$ cat config.mk
export PLATFORM = sky130hd
export DESIGN_NAME = led_current_i2c_slave
export DESIGN_NICKNAME = d
export VERILOG_FILES = /design/src/common/led_i2c_pkg.sv /design/src/core/led_current_i2c_slave.sv
export SDC_FILE = /design/constraint.sdc
export NUM_CORES = 1
export LEC_CHECK = 0
export ABC_AREA = 1
export BUFFER_PORTS_ARGS = -buffer_cell sky130_fd_sc_hd__buf_4
export CAP_MARGIN = 10
export CORE_MARGIN = 5
export CORE_UTILIZATION = 35
export CTS_BUF_LIST = sky130_fd_sc_hd__clkbuf_4 sky130_fd_sc_hd__clkbuf_8 sky130_fd_sc_hd__clkbuf_16
export CTS_CLUSTER_DIAMETER = 120
export DETAILED_ROUTE_END_ITERATION = 8
export PLACE_DENSITY_LB_ADDON = 0.12
export SETUP_SLACK_MARGIN = 0.02
export SLEW_MARGIN = 20
export SYNTH_ARGS = -nofsm -noshare
export SYNTH_HDL_FRONTEND = slang
export SYNTH_SLANG_ARGS = --single-unit
$ cat constraint.sdc
create_clock -name clk -period 2.45 [get_ports clk]
set_input_delay 0 -clock clk [delete_from_list [all_inputs] [get_ports clk]]
set_output_delay 0 -clock clk [all_outputs]
set_load 0.01 [all_outputs]
$ cat src/common/led_i2c_pkg.sv
`default_nettype none
package led_i2c_pkg;
    localparam logic [6:0] slave_addr = 7'h39;
    localparam logic [7:0] sel_backlight = 8'h01;
    localparam logic [7:0] sel_flash = 8'h02;
    localparam logic [7:0] reg_reset = 8'h00;
    localparam int fourth_led_bit = 7;
    localparam logic [4:0] backlight_full_code = 5'h1f;
    localparam logic [6:0] flash_full_code = 7'h7f;
    localparam logic [3:0] bit_count_reset = 4'h0;
    localparam logic [3:0] last_data_bit = 4'h7;
    localparam logic [3:0] data_bits = 4'h8;
    localparam logic [3:0] ack_slot = 4'h9;

    typedef enum logic [2:0] {st_idle, st_addr, st_sel, st_code, st_skip} phase_t;

    typedef struct packed {
        logic scl;
        logic sda;
    } pins_t;

    typedef struct packed {
        logic converter_on;
        logic [3:0] backlight_led_on;
        logic [3:0] flash_led_on;
        logic [4:0] backlight_current_code;
        logic [6:0] flash_current_code;
    } drive_t;
endpackage : led_i2c_pkg
`default_nettype wire

$ cat src/core/led_current_i2c_slave.sv
`default_nettype none
module led_current_i2c_slave (
    // Clock and reset
    input wire logic clk,
    input wire logic srst,
    // I2C pins
    input wire logic scl_in,
    input wire logic sda_in,
    output logic sda_out,
    output logic sda_oe,
    output logic scl_out,
    output logic scl_oe,
    // Stored registers and LED drive
    output logic [7:0] backlight_current_reg,
    output logic [7:0] flash_current_reg,
    output led_i2c_pkg::drive_t drive
);
    typedef struct packed {
        led_i2c_pkg::pins_t s1;
        led_i2c_pkg::pins_t s2;
        led_i2c_pkg::pins_t prev;
        led_i2c_pkg::phase_t phase;
        logic [7:0] shift;
        logic [3:0] bitcnt;
        logic [7:0] sel;
        logic ack;
        logic [7:0] bk;
        logic [7:0] fl;
        led_i2c_pkg::drive_t drv;
    } state_t;

    state_t st_r, st_nxt;
    logic scl_rise, scl_fall, start_seen, stop_seen;
    logic [7:0] byte_now;

    function automatic led_i2c_pkg::drive_t derive(input logic [7:0] bk, input logic [7:0] fl);
        led_i2c_pkg::drive_t d;
        d.backlight_current_code = bk[4:0];
        d.flash_current_code = fl[6:0];
        d.converter_on = (bk != 8'h00) || (fl != 8'h00);
        d.backlight_led_on = (bk == 8'h00) ? 4'h0 : {bk[led_i2c_pkg::fourth_led_bit], 3'h7};
        d.flash_led_on = (fl == 8'h00) ? 4'h0 : 4'hf;
        return d;
    endfunction : derive

    // Pins pass two flops; edges are found on the second stage only.
    assign scl_rise = st_r.s2.scl && !st_r.prev.scl;
    assign scl_fall = !st_r.s2.scl && st_r.prev.scl;
    assign start_seen = st_r.s2.scl && st_r.prev.scl && !st_r.s2.sda && st_r.prev.sda;
    assign stop_seen = st_r.s2.scl && st_r.prev.scl && st_r.s2.sda && !st_r.prev.sda;
    assign byte_now = {st_r.shift[6:0], st_r.s2.sda};

    always_comb begin
        st_nxt = st_r;
        st_nxt.s1 = '{scl: scl_in, sda: sda_in};
        st_nxt.s2 = st_r.s1;
        st_nxt.prev = st_r.s2;
        if (start_seen) begin
            st_nxt.phase = led_i2c_pkg::st_addr;
            st_nxt.bitcnt = led_i2c_pkg::bit_count_reset;
            st_nxt.ack = 1'b0;
        end else if (stop_seen) begin
            st_nxt.phase = led_i2c_pkg::st_idle;
            st_nxt.ack = 1'b0;
        end else if (st_r.phase != led_i2c_pkg::st_idle && st_r.phase != led_i2c_pkg::st_skip) begin
            if (scl_rise && st_r.bitcnt < led_i2c_pkg::data_bits) begin
                st_nxt.shift = byte_now;
                st_nxt.bitcnt = st_r.bitcnt + 4'h1;
                if (st_r.bitcnt == led_i2c_pkg::last_data_bit) begin
                    case (st_r.phase)
                        led_i2c_pkg::st_addr: begin
                            if (byte_now[7:1] == led_i2c_pkg::slave_addr && !byte_now[0]) begin
                                st_nxt.phase = led_i2c_pkg::st_sel;
                            end else begin
                                st_nxt.phase = led_i2c_pkg::st_skip;
                            end
                        end
                        led_i2c_pkg::st_sel: begin
                            st_nxt.sel = byte_now;
                            st_nxt.phase = led_i2c_pkg::st_code;
                        end
                        led_i2c_pkg::st_code: begin
                            // Load happens on the eighth rising edge, before the acknowledge.
                            if (st_r.sel == led_i2c_pkg::sel_backlight) begin
                                st_nxt.bk = byte_now;
                            end else if (st_r.sel == led_i2c_pkg::sel_flash) begin
                                st_nxt.fl = byte_now;
                            end
                            st_nxt.phase = led_i2c_pkg::st_sel;
                        end
                        default: begin
                            st_nxt.phase = st_r.phase;
                        end
                    endcase
                end
            end
            if (scl_fall && st_r.bitcnt == led_i2c_pkg::data_bits) begin
                // Acknowledge only bytes that reached a valid next phase.
                st_nxt.ack = st_r.phase != led_i2c_pkg::st_skip;
                st_nxt.bitcnt = led_i2c_pkg::ack_slot;
            end else if (scl_fall && st_r.bitcnt == led_i2c_pkg::ack_slot) begin
                st_nxt.ack = 1'b0;
                st_nxt.bitcnt = led_i2c_pkg::bit_count_reset;
            end
        end else if (st_r.phase == led_i2c_pkg::st_skip) begin
            st_nxt.ack = 1'b0;
        end
        st_nxt.drv = derive(st_nxt.bk, st_nxt.fl);
    end

    always_ff @(posedge clk) begin
        if (srst) begin
            st_r <= '0;
            st_r.s1 <= '{scl: 1'b1, sda: 1'b1};
            st_r.s2 <= '{scl: 1'b1, sda: 1'b1};
            st_r.prev <= '{scl: 1'b1, sda: 1'b1};
            st_r.phase <= led_i2c_pkg::st_idle;
            st_r.bk <= led_i2c_pkg::reg_reset;
            st_r.fl <= led_i2c_pkg::reg_reset;
        end else begin
            st_r <= st_nxt;
        end
    end

    assign sda_out = 1'b0;
    assign sda_oe = st_r.ack;
    assign scl_out = 1'b0;
    assign scl_oe = 1'b0;
    assign backlight_current_reg = st_r.bk;
    assign flash_current_reg = st_r.fl;
    assign drive = st_r.drv;

    a_clock_never_driven: assert property (@(posedge clk) disable iff (srst) !scl_oe)
        else $error("clock line driven");
    a_zero_converter_off: assert property (@(posedge clk) disable iff (srst)
        (st_r.bk == 8'h00 && st_r.fl == 8'h00) |-> (!drive.converter_on && drive.flash_led_on == 4'h0
        && drive.backlight_led_on == 4'h0))
        else $error("converter on with zero registers");
    a_nonzero_converter_on: assert property (@(posedge clk) disable iff (srst)
        (st_r.bk != 8'h00 || st_r.fl != 8'h00) |-> drive.converter_on)
        else $error("converter off with nonzero register");
    a_fourth_led_bit: assert property (@(posedge clk) disable iff (srst)
        (st_r.bk != 8'h00) |-> (drive.backlight_led_on == {st_r.bk[7], 3'h7}))
        else $error("fourth led mismatch");
    a_flash_leds_on: assert property (@(posedge clk) disable iff (srst)
        (st_r.fl != 8'h00) |-> (drive.flash_led_on == 4'hf))
        else $error("flash leds off with nonzero register");
    a_backlight_code_live: assert property (@(posedge clk) disable iff (srst)
        drive.backlight_current_code == st_r.bk[4:0])
        else $error("backlight code not from register");
    a_flash_code_live: assert property (@(posedge clk) disable iff (srst)
        drive.flash_current_code == st_r.fl[6:0])
        else $error("flash code not from register");

    // The registers are flops, so each load check looks one cycle after the decoded edge.
    a_regs_hold_quiet: assert property (@(posedge clk) disable iff (srst)
        !(scl_rise && st_r.phase == led_i2c_pkg::st_code) |=> ($stable(st_r.bk) && $stable(st_r.fl)))
        else $error("register changed outside load edge");
    a_load_backlight: assert property (@(posedge clk) disable iff (srst)
        (scl_rise && st_r.phase == led_i2c_pkg::st_code && st_r.bitcnt == led_i2c_pkg::last_data_bit
        && st_r.sel == led_i2c_pkg::sel_backlight) |=> (st_r.bk == $past(byte_now)))
        else $error("backlight register not loaded");
    a_load_flash: assert property (@(posedge clk) disable iff (srst)
        (scl_rise && st_r.phase == led_i2c_pkg::st_code && st_r.bitcnt == led_i2c_pkg::last_data_bit
        && st_r.sel == led_i2c_pkg::sel_flash) |=> (st_r.fl == $past(byte_now)))
        else $error("flash register not loaded");
    a_bad_sel_ignored: assert property (@(posedge clk) disable iff (srst)
        (st_r.sel != led_i2c_pkg::sel_backlight && st_r.sel != led_i2c_pkg::sel_flash)
        |=> ($stable(st_r.bk) && $stable(st_r.fl)))
        else $error("register changed on undefined select");
    // Reset is watched without the disable so that a register that ignores it still shows.
    a_reset_clears: assert property (@(posedge clk)
        srst |=> (st_r.bk == led_i2c_pkg::reg_reset && st_r.fl == led_i2c_pkg::reg_reset
        && !drive.converter_on && !sda_oe))
        else $error("reset left state behind");

    a_shift_msb_first: assert property (@(posedge clk) disable iff (srst)
        (scl_rise && st_r.bitcnt < led_i2c_pkg::data_bits && st_r.phase != led_i2c_pkg::st_idle
        && st_r.phase != led_i2c_pkg::st_skip) |=> (st_r.shift == {$past(st_r.shift[6:0]), $past(st_r.s2.sda)}))
        else $error("bit not shifted in msb first");
    a_bitcnt_bounded: assert property (@(posedge clk) disable iff (srst)
        st_r.bitcnt <= led_i2c_pkg::ack_slot)
        else $error("bit counter out of range");
    a_sel_captured: assert property (@(posedge clk) disable iff (srst)
        (scl_rise && st_r.phase == led_i2c_pkg::st_sel && st_r.bitcnt == led_i2c_pkg::last_data_bit)
        |=> (st_r.sel == $past(byte_now) && st_r.phase == led_i2c_pkg::st_code))
        else $error("bank select not captured");
    a_own_addr_taken: assert property (@(posedge clk) disable iff (srst)
        (scl_rise && st_r.phase == led_i2c_pkg::st_addr && st_r.bitcnt == led_i2c_pkg::last_data_bit
        && byte_now == {led_i2c_pkg::slave_addr, 1'h0}) |=> (st_r.phase == led_i2c_pkg::st_sel))
        else $error("own address not taken");
    a_foreign_addr_dropped: assert property (@(posedge clk) disable iff (srst)
        (scl_rise && st_r.phase == led_i2c_pkg::st_addr && st_r.bitcnt == led_i2c_pkg::last_data_bit
        && byte_now != {led_i2c_pkg::slave_addr, 1'h0}) |=> (st_r.phase == led_i2c_pkg::st_skip))
        else $error("foreign address not dropped");
    a_start_restarts: assert property (@(posedge clk) disable iff (srst)
        start_seen |=> (st_r.phase == led_i2c_pkg::st_addr
        && st_r.bitcnt == led_i2c_pkg::bit_count_reset && !sda_oe))
        else $error("start did not restart the frame");
    a_stop_ends_frame: assert property (@(posedge clk) disable iff (srst)
        stop_seen |=> (st_r.phase == led_i2c_pkg::st_idle && !sda_oe))
        else $error("frame not ended by stop");

    a_ack_raised: assert property (@(posedge clk) disable iff (srst)
        (scl_fall && st_r.bitcnt == led_i2c_pkg::data_bits && (st_r.phase == led_i2c_pkg::st_sel
        || st_r.phase == led_i2c_pkg::st_code)) |=> sda_oe)
        else $error("acknowledge missing");
    a_ack_released: assert property (@(posedge clk) disable iff (srst)
        (scl_fall && st_r.bitcnt == led_i2c_pkg::ack_slot) |=> !sda_oe)
        else $error("acknowledge not released");
    a_ack_only_pull: assert property (@(posedge clk) disable iff (srst)
        sda_oe |-> (st_r.bitcnt == led_i2c_pkg::ack_slot && !sda_out))
        else $error("sda driven outside acknowledge");
    a_ack_in_frame: assert property (@(posedge clk) disable iff (srst)
        sda_oe |-> (st_r.phase == led_i2c_pkg::st_sel || st_r.phase == led_i2c_pkg::st_code))
        else $error("acknowledge outside a write frame");
    a_wrong_addr_skip: assert property (@(posedge clk) disable iff (srst)
        (st_r.phase == led_i2c_pkg::st_skip) |-> !sda_oe)
        else $error("acknowledge after foreign address");
    a_skip_holds_regs: assert property (@(posedge clk) disable iff (srst)
        (st_r.phase == led_i2c_pkg::st_skip) |=> ($stable(st_r.bk) && $stable(st_r.fl)))
        else $error("register changed after foreign address");
endmodule : led_current_i2c_slave
`default_nettype wire

==> results of run 1 <==
==> worst min-delay path by stage <==
stage / start / endpoint / slack, ps
after detailed placement: sda_in / st_nxt[63] / 190
after global placement: sda_in / st_nxt[63] / 190
after global routing: srst / drive[19] / 70
final: srst / drive[19] / 50
after CTS: srst / flash_current_reg[7] / 60
after floorplan: sda_in / st_nxt[63] / 100
==> per-stage QoR <==
step | setup WS, ps | power [W] | util, % | cells
2_1_floorplan | 815 | 0.000849 | - | 336
3_3_place_gp | 518 | 0.000856 | 37.9 | 428
3_5_place_dp | 519 | 0.000856 | 37.9 | 428
4_1_cts | 493 | 0.00138 | 39.7 | 438
5_1_grt | 243 | 0.00141 | 39.7 | 438
6_report | 486 | 0.00136 | 39.7 | 438
==> power breakdown <==
group	internal (W)	total, W	switching, W
sequential	0.000800	0.000803	0.00000323
clock	0.000256	0.000517	0.000261
combinational	0.0000114	0.0000352	0.0000237
total	0.00107	0.00136	0.000288
==> per-layer routing <==
layer	global-route usage [%]	share of wire, %	vias up
met5	0	0	-
met4	2.65	0.38	0
met3	2.72	3.9	2
met2	19.8	47	33
met1	15.7	49	875
li1	-	-	1026
==> logic make-up after synthesis <==
group	count (synthesis)	share of synthesized area [%]
and+or+nand+nor	143	28.0
buffers and inverters	95	20.7
DFF	49	39.9
AOI/OAI and AO/OA	43	9.68
adders and majority gates	3	1.53
other	1	0.153
==> synthesized netlist by cell type, drive strengths merged <==
| library cell | n |
|---|---|
| a211oi | 2 |
| nor2 | 45 |
| a21oi | 19 |
| nand4 | 13 |
| or2 | 5 |
| o21ai | 17 |
| nand2 | 62 |
| dfxtp | 49 |
| inv | 47 |
| clkbuf | 4 |
| a221oi | 2 |
| a31oi | 1 |
| clkinv | 2 |
| o2111ai | 1 |
| buf | 42 |
| o22ai | 1 |
| nor3 | 3 |
| conb | 1 |
| nand3 | 15 |
| ha | 3 |
==> area by class of cell <==
type                            count  area (um^2)
Sequential cell                    49          981
Fill cell                         719         4100
Clock buffer                        7         96.3
Multi-Input combinational cell    192          973
Timing Repair Buffer               44          335
Tap cell                           96          120
Inverter                           49          184
Clock inverter                      1         5.00
==> worst max-delay path, cell delays in order (launching register included) <==
cell and delay [ps]:
dfxtp_1 400, ha_1 230, nand3_2 170, nor2_4 260, nand3_4 170, o21ai_2 200, nand2_1 100, nor2_1 100
nand2_1 80, nand2_1 90, nand2_1 60
==> what timing repair did <==
action / CTS / global route
hold endpoints to repair: 2 / 0
hold buffers: 2 / 0
setup endpoints to repair: 0 / 0
==> impl_metrics.env, run 1 <==
export IMPL_status="completed"
export IMPL_dieArea_um2=8790
export IMPL_r2r_slack_ps=490
export IMPL_r2r_start="st_r[46]"
export IMPL_cts_max_level=2
export IMPL_rsz0062_at_grt="false"
export IMPL_cp_required_ps=2640
export IMPL_largest_register_ffs=17
export IMPL_stdcell_area_um2=2700
export IMPL_core_region_area_um2=6790
export IMPL_vias_per_cell=4.42
export IMPL_reg2reg_depth=10
export IMPL_timing_fmax_mhz=509
export IMPL_layout_nets=348
export IMPL_ys_seq_area_share_pct=39.9
export IMPL_die_height_um=93.8
export IMPL_drt_iter0_drc=80
export IMPL_cts_setup_buffers=0
export IMPL_crit_start="st_r[46]"
export IMPL_cts_tree="done"
export IMPL_min_period_ps=1960
export IMPL_drcViolationCount=0
export IMPL_syn_avg_cell_area_um2=7.35
export IMPL_synth_top_cell_by_area="dfxtp_1"
export IMPL_cts_made_buffers=5
export IMPL_placed_area_um2=2570
export IMPL_hp_class="in2reg"
export IMPL_grt_pass1_vias=1840
export IMPL_path_max_fanout=10
export IMPL_drv_cap=0
export IMPL_area_growth_pct=9.73
export IMPL_antenna_found_initial=0
export IMPL_synth_seq_cells=49
export IMPL_yosys_top_cells_area="dfxtp_1 (40%), buf_4 (12%), nand2_1 (9.3%)"
export IMPL_firstDrtPassIters=4
export IMPL_setup_tns_ps=0
export IMPL_ios=45
export IMPL_postRouteAntennaNets=0
export IMPL_end_kind="flop"
export IMPL_fin_crit_sh_pct=80.1
export IMPL_grt_pass1_wl_mm=8.52
export IMPL_drt_wl_total_mm=5.01
export IMPL_setup_violations=0
export IMPL_path_class="reg2reg"
export IMPL_clock_skew_ps=6.01
export IMPL_via_count=1936
export IMPL_yosysTopAreaCellShare_pct=39.9
export IMPL_leakagePower_nw=1.32
export IMPL_worstSkewPairLatency_ps=290
export IMPL_postCtsResizedCells=0
export IMPL_slew_limit_headroom_pct=66.4
export IMPL_yosysWarnings=0
export IMPL_io_buffer_count=41
export IMPL_layout_drive_gt1_share_pct=21.9
export IMPL_layout_commonest_cell="nand2_1"
export IMPL_setup_worst_path_start_class="flop"
export IMPL_ir_drop_v=0.000328
export IMPL_numClockSinks=49
export IMPL_wire_per_inst_um=11.4
export IMPL_cts_path_max_buffers=2
export IMPL_dp_hpwl_mm=3.86
export IMPL_syn_area_um2=2460
export IMPL_cts_root_buffer_cell="clkbuf_8"
export IMPL_arrival_ps=2160
export IMPL_grt_overflow=0
export IMPL_grt_max_degree=28
export IMPL_synth_distinct_cells=31
export IMPL_worstMarginPinSlew_ps=503
export IMPL_start_util_pct=36.2
export IMPL_track_usage_pct=11.9
export IMPL_timing_rr_end="drive[20]"
export IMPL_gp_congestion=0.816
export IMPL_rows=30
export IMPL_fp_dieW_um=93.8
export IMPL_slew_violations=0
export IMPL_crit_end="drive[20]"
export IMPL_worst_hold_slack_ps=54.4
export IMPL_largest_register="st_r"
export IMPL_cellPowerDensity_nw_per_um2=503
export IMPL_postSynthCellCount=334
export IMPL_path_clk_slew_ps=90
export IMPL_diodes=0
export IMPL_whs_path_depth=2
export IMPL_hold_viol_final=0
export IMPL_layout_common_cells="nand2_1 (61), dfxtp_1 (49), buf_4 (42)"
(Power assumes the default switching activity.)
==> inputs of run 2 (changes only) <==
==> constraint.sdc (replaced) <==
create_clock -name clk -period 1.9 [get_ports clk]
set_input_delay 0 -clock clk [delete_from_list [all_inputs] [get_ports clk]]
set_output_delay 0 -clock clk [all_outputs]
set_load 0.01 [all_outputs]
==> impl_metrics.env, run 2 (synthesis gave the netlist of run 1 again) <==
export IMPL_status="completed"
export IMPL_path_max_fanout=10
export IMPL_cp_top_family="simple AND/OR/NAND/NOR gates"
export IMPL_clock_skew_ps=12.7
export IMPL_worstHoldStart="srst"
export IMPL_numClockSinks=49
export IMPL_io_buffer_count=41
export IMPL_cp_depth=12
export IMPL_r2r_start="st_r[42]"
export IMPL_drt_iter0_drc=114
export IMPL_placed_area_um2=2620
export IMPL_largest_register="st_r"
export IMPL_rows=30
export IMPL_die_height_um=93.8
export IMPL_via_count=1993
export IMPL_layout_drive_gt1_share_pct=26.8
export IMPL_grt_overflow=0
export IMPL_cts_path_max_buffers=2
export IMPL_timing_rr_end="drive[20]"
export IMPL_fillCellCount=720
export IMPL_setup_tns_ps=0
export IMPL_drv_cap=0
export IMPL_ios=45
export IMPL_path_class="reg2reg"
export IMPL_wire_per_inst_um=11.9
export IMPL_fin_crit_sh_pct=88.9
export IMPL_cts_max_level=2
export IMPL_layout_nets=360
export IMPL_drt_wl_total_mm=5.35
export IMPL_ir_drop_v=0.000386
export IMPL_postRouteAntennaNets=0
export IMPL_worst_path_buf_inv=1
export IMPL_grt_pass1_wl_mm=8.83
export IMPL_r2r_slack_ps=210
export IMPL_cellPowerDensity_nw_per_um2=611
export IMPL_critPathMostFrequentCell="nand2_1"
export IMPL_holdPathEnd="st_r[58]"
export IMPL_gp_congestion=0.817
export IMPL_arrival_ps=1900
export IMPL_cp_slowest_cell="dfxtp_1"
export IMPL_worstSkewPairLatency_ps=310
export IMPL_timing_fmax_mhz=592
export IMPL_area_growth_pct=14.6
export IMPL_worst_hold_slack_ps=131
export IMPL_cp_required_ps=2110
export IMPL_core_region_area_um2=6790
export IMPL_stdcell_area_um2=2810
export IMPL_firstDrtPassIters=4
export IMPL_slew_violations=0
export IMPL_fp_dieW_um=93.8
export IMPL_hold_viol_final=0
export IMPL_drcViolationCount=0
export IMPL_leakagePower_nw=1.37
export IMPL_layout_commonest_cell="nand2_1"
export IMPL_diodes=0
export IMPL_setup_violations=0
export IMPL_reg2reg_depth=12
export IMPL_worstPathCellList="nor2_1, nand2_1, nor2_4, nand3_4, nand2_1, o21ai_1, inv_1, nand2_1, nor2_1, nand2_1, nand2_1, nand2_1"
export IMPL_cts_made_buffers=5
export IMPL_largest_register_ffs=17
export IMPL_grt_max_degree=27
export IMPL_end_kind="flop"
export IMPL_layout_common_cells="nand2_1 (60), buf_4 (53), dfxtp_1 (44)"
export IMPL_grt_pass1_vias=1919
export IMPL_track_usage_pct=12.6
export IMPL_vias_per_cell=4.43
export IMPL_cts_root_buffer_cell="clkbuf_8"
export IMPL_setup_worst_path_start_class="flop"
export IMPL_start_util_pct=36.2
export IMPL_whs_path_depth=3
export IMPL_rsz0062_at_grt="false"
export IMPL_min_period_ps=1690
export IMPL_dp_hpwl_mm=3.99
export IMPL_path_clk_slew_ps=100
export IMPL_slowest_delay_ps=320
export IMPL_cts_tree="done"
export IMPL_antenna_found_initial=0
export IMPL_hp_class="in2reg"
export IMPL_dieArea_um2=8790
## run 2: cell count changes in the layout (fill, tap and decap cells not counted), sizes merged
| cell | change |
|---|---|
| clkinvlp | +1 |
| inv | +1 |
| nor2 | +1 |
| clkbuf | -2 |
| buf | +11 |
## run 2: power breakdown
part	total, W	internal [W]	switching (W)
registers	0.00103	0.00103	0.00000390
clock network	0.000635	0.000262	0.000373
logic	0.0000497	0.0000172	0.0000326
total	0.00172	0.00131	0.000409
## run 2: metal layers
layer	share of wire, %	vias to the layer above	global-route usage [%]
met3	4.4	7	2.96
met1	48	892	16.8
li1	-	1055	-
met5	0	-	0
met2	47	39	19.8
met4	1.1	0	4.57
## run 2: worst max-delay path by stage
stage / startpoint / slack, ps / to
after global routing: st_r[49] / 40 / drive[20]
after floorplan: st_r[46] / 270 / drive[20]
after detailed placement: st_r[46] / 2 / drive[20]
after global placement: st_r[46] / 40 / drive[20]
final: st_r[42] / 210 / drive[20]
after CTS: st_r[46] / 30 / drive[20]
## run 2: cell type report
class                           count  area, um^2  area share, %
Timing Repair Buffer               55         418           14.9
Tap cell                           96         120           4.27
Inverter                           49         184           6.54
Sequential cell                    49         990           35.2
Clock inverter                      3        21.3          0.756
Clock buffer                        5        68.8           2.45
Multi-Input combinational cell    193        1010           36.0
## run 2: tightest hold or removal path, cell delays in order
cell,delay (ps)
buf_4,80
buf_4,250
a21oi_1,60
## run 2: through the flow
stage	power, W	worst slack [ps]	utilization, %	instances
6_report	0.00172	210	41.4	450
5_1_grt	0.00181	36.8	41.4	450
4_1_cts	0.00175	31.3	40.2	444
3_5_place_dp	0.00111	2.33	38.5	434
3_3_place_gp	0.00111	42.9	38.5	434
2_1_floorplan	0.00109	265	-	336
## run 2: what timing repair did
action                     CTS  global route
buffers inserted             0             5
pin swaps                    1             3
setup endpoints to repair    1             3
hold buffers                 2             0
hold endpoints to repair     2             0
gates cloned                 0             1
resized for setup            0            12
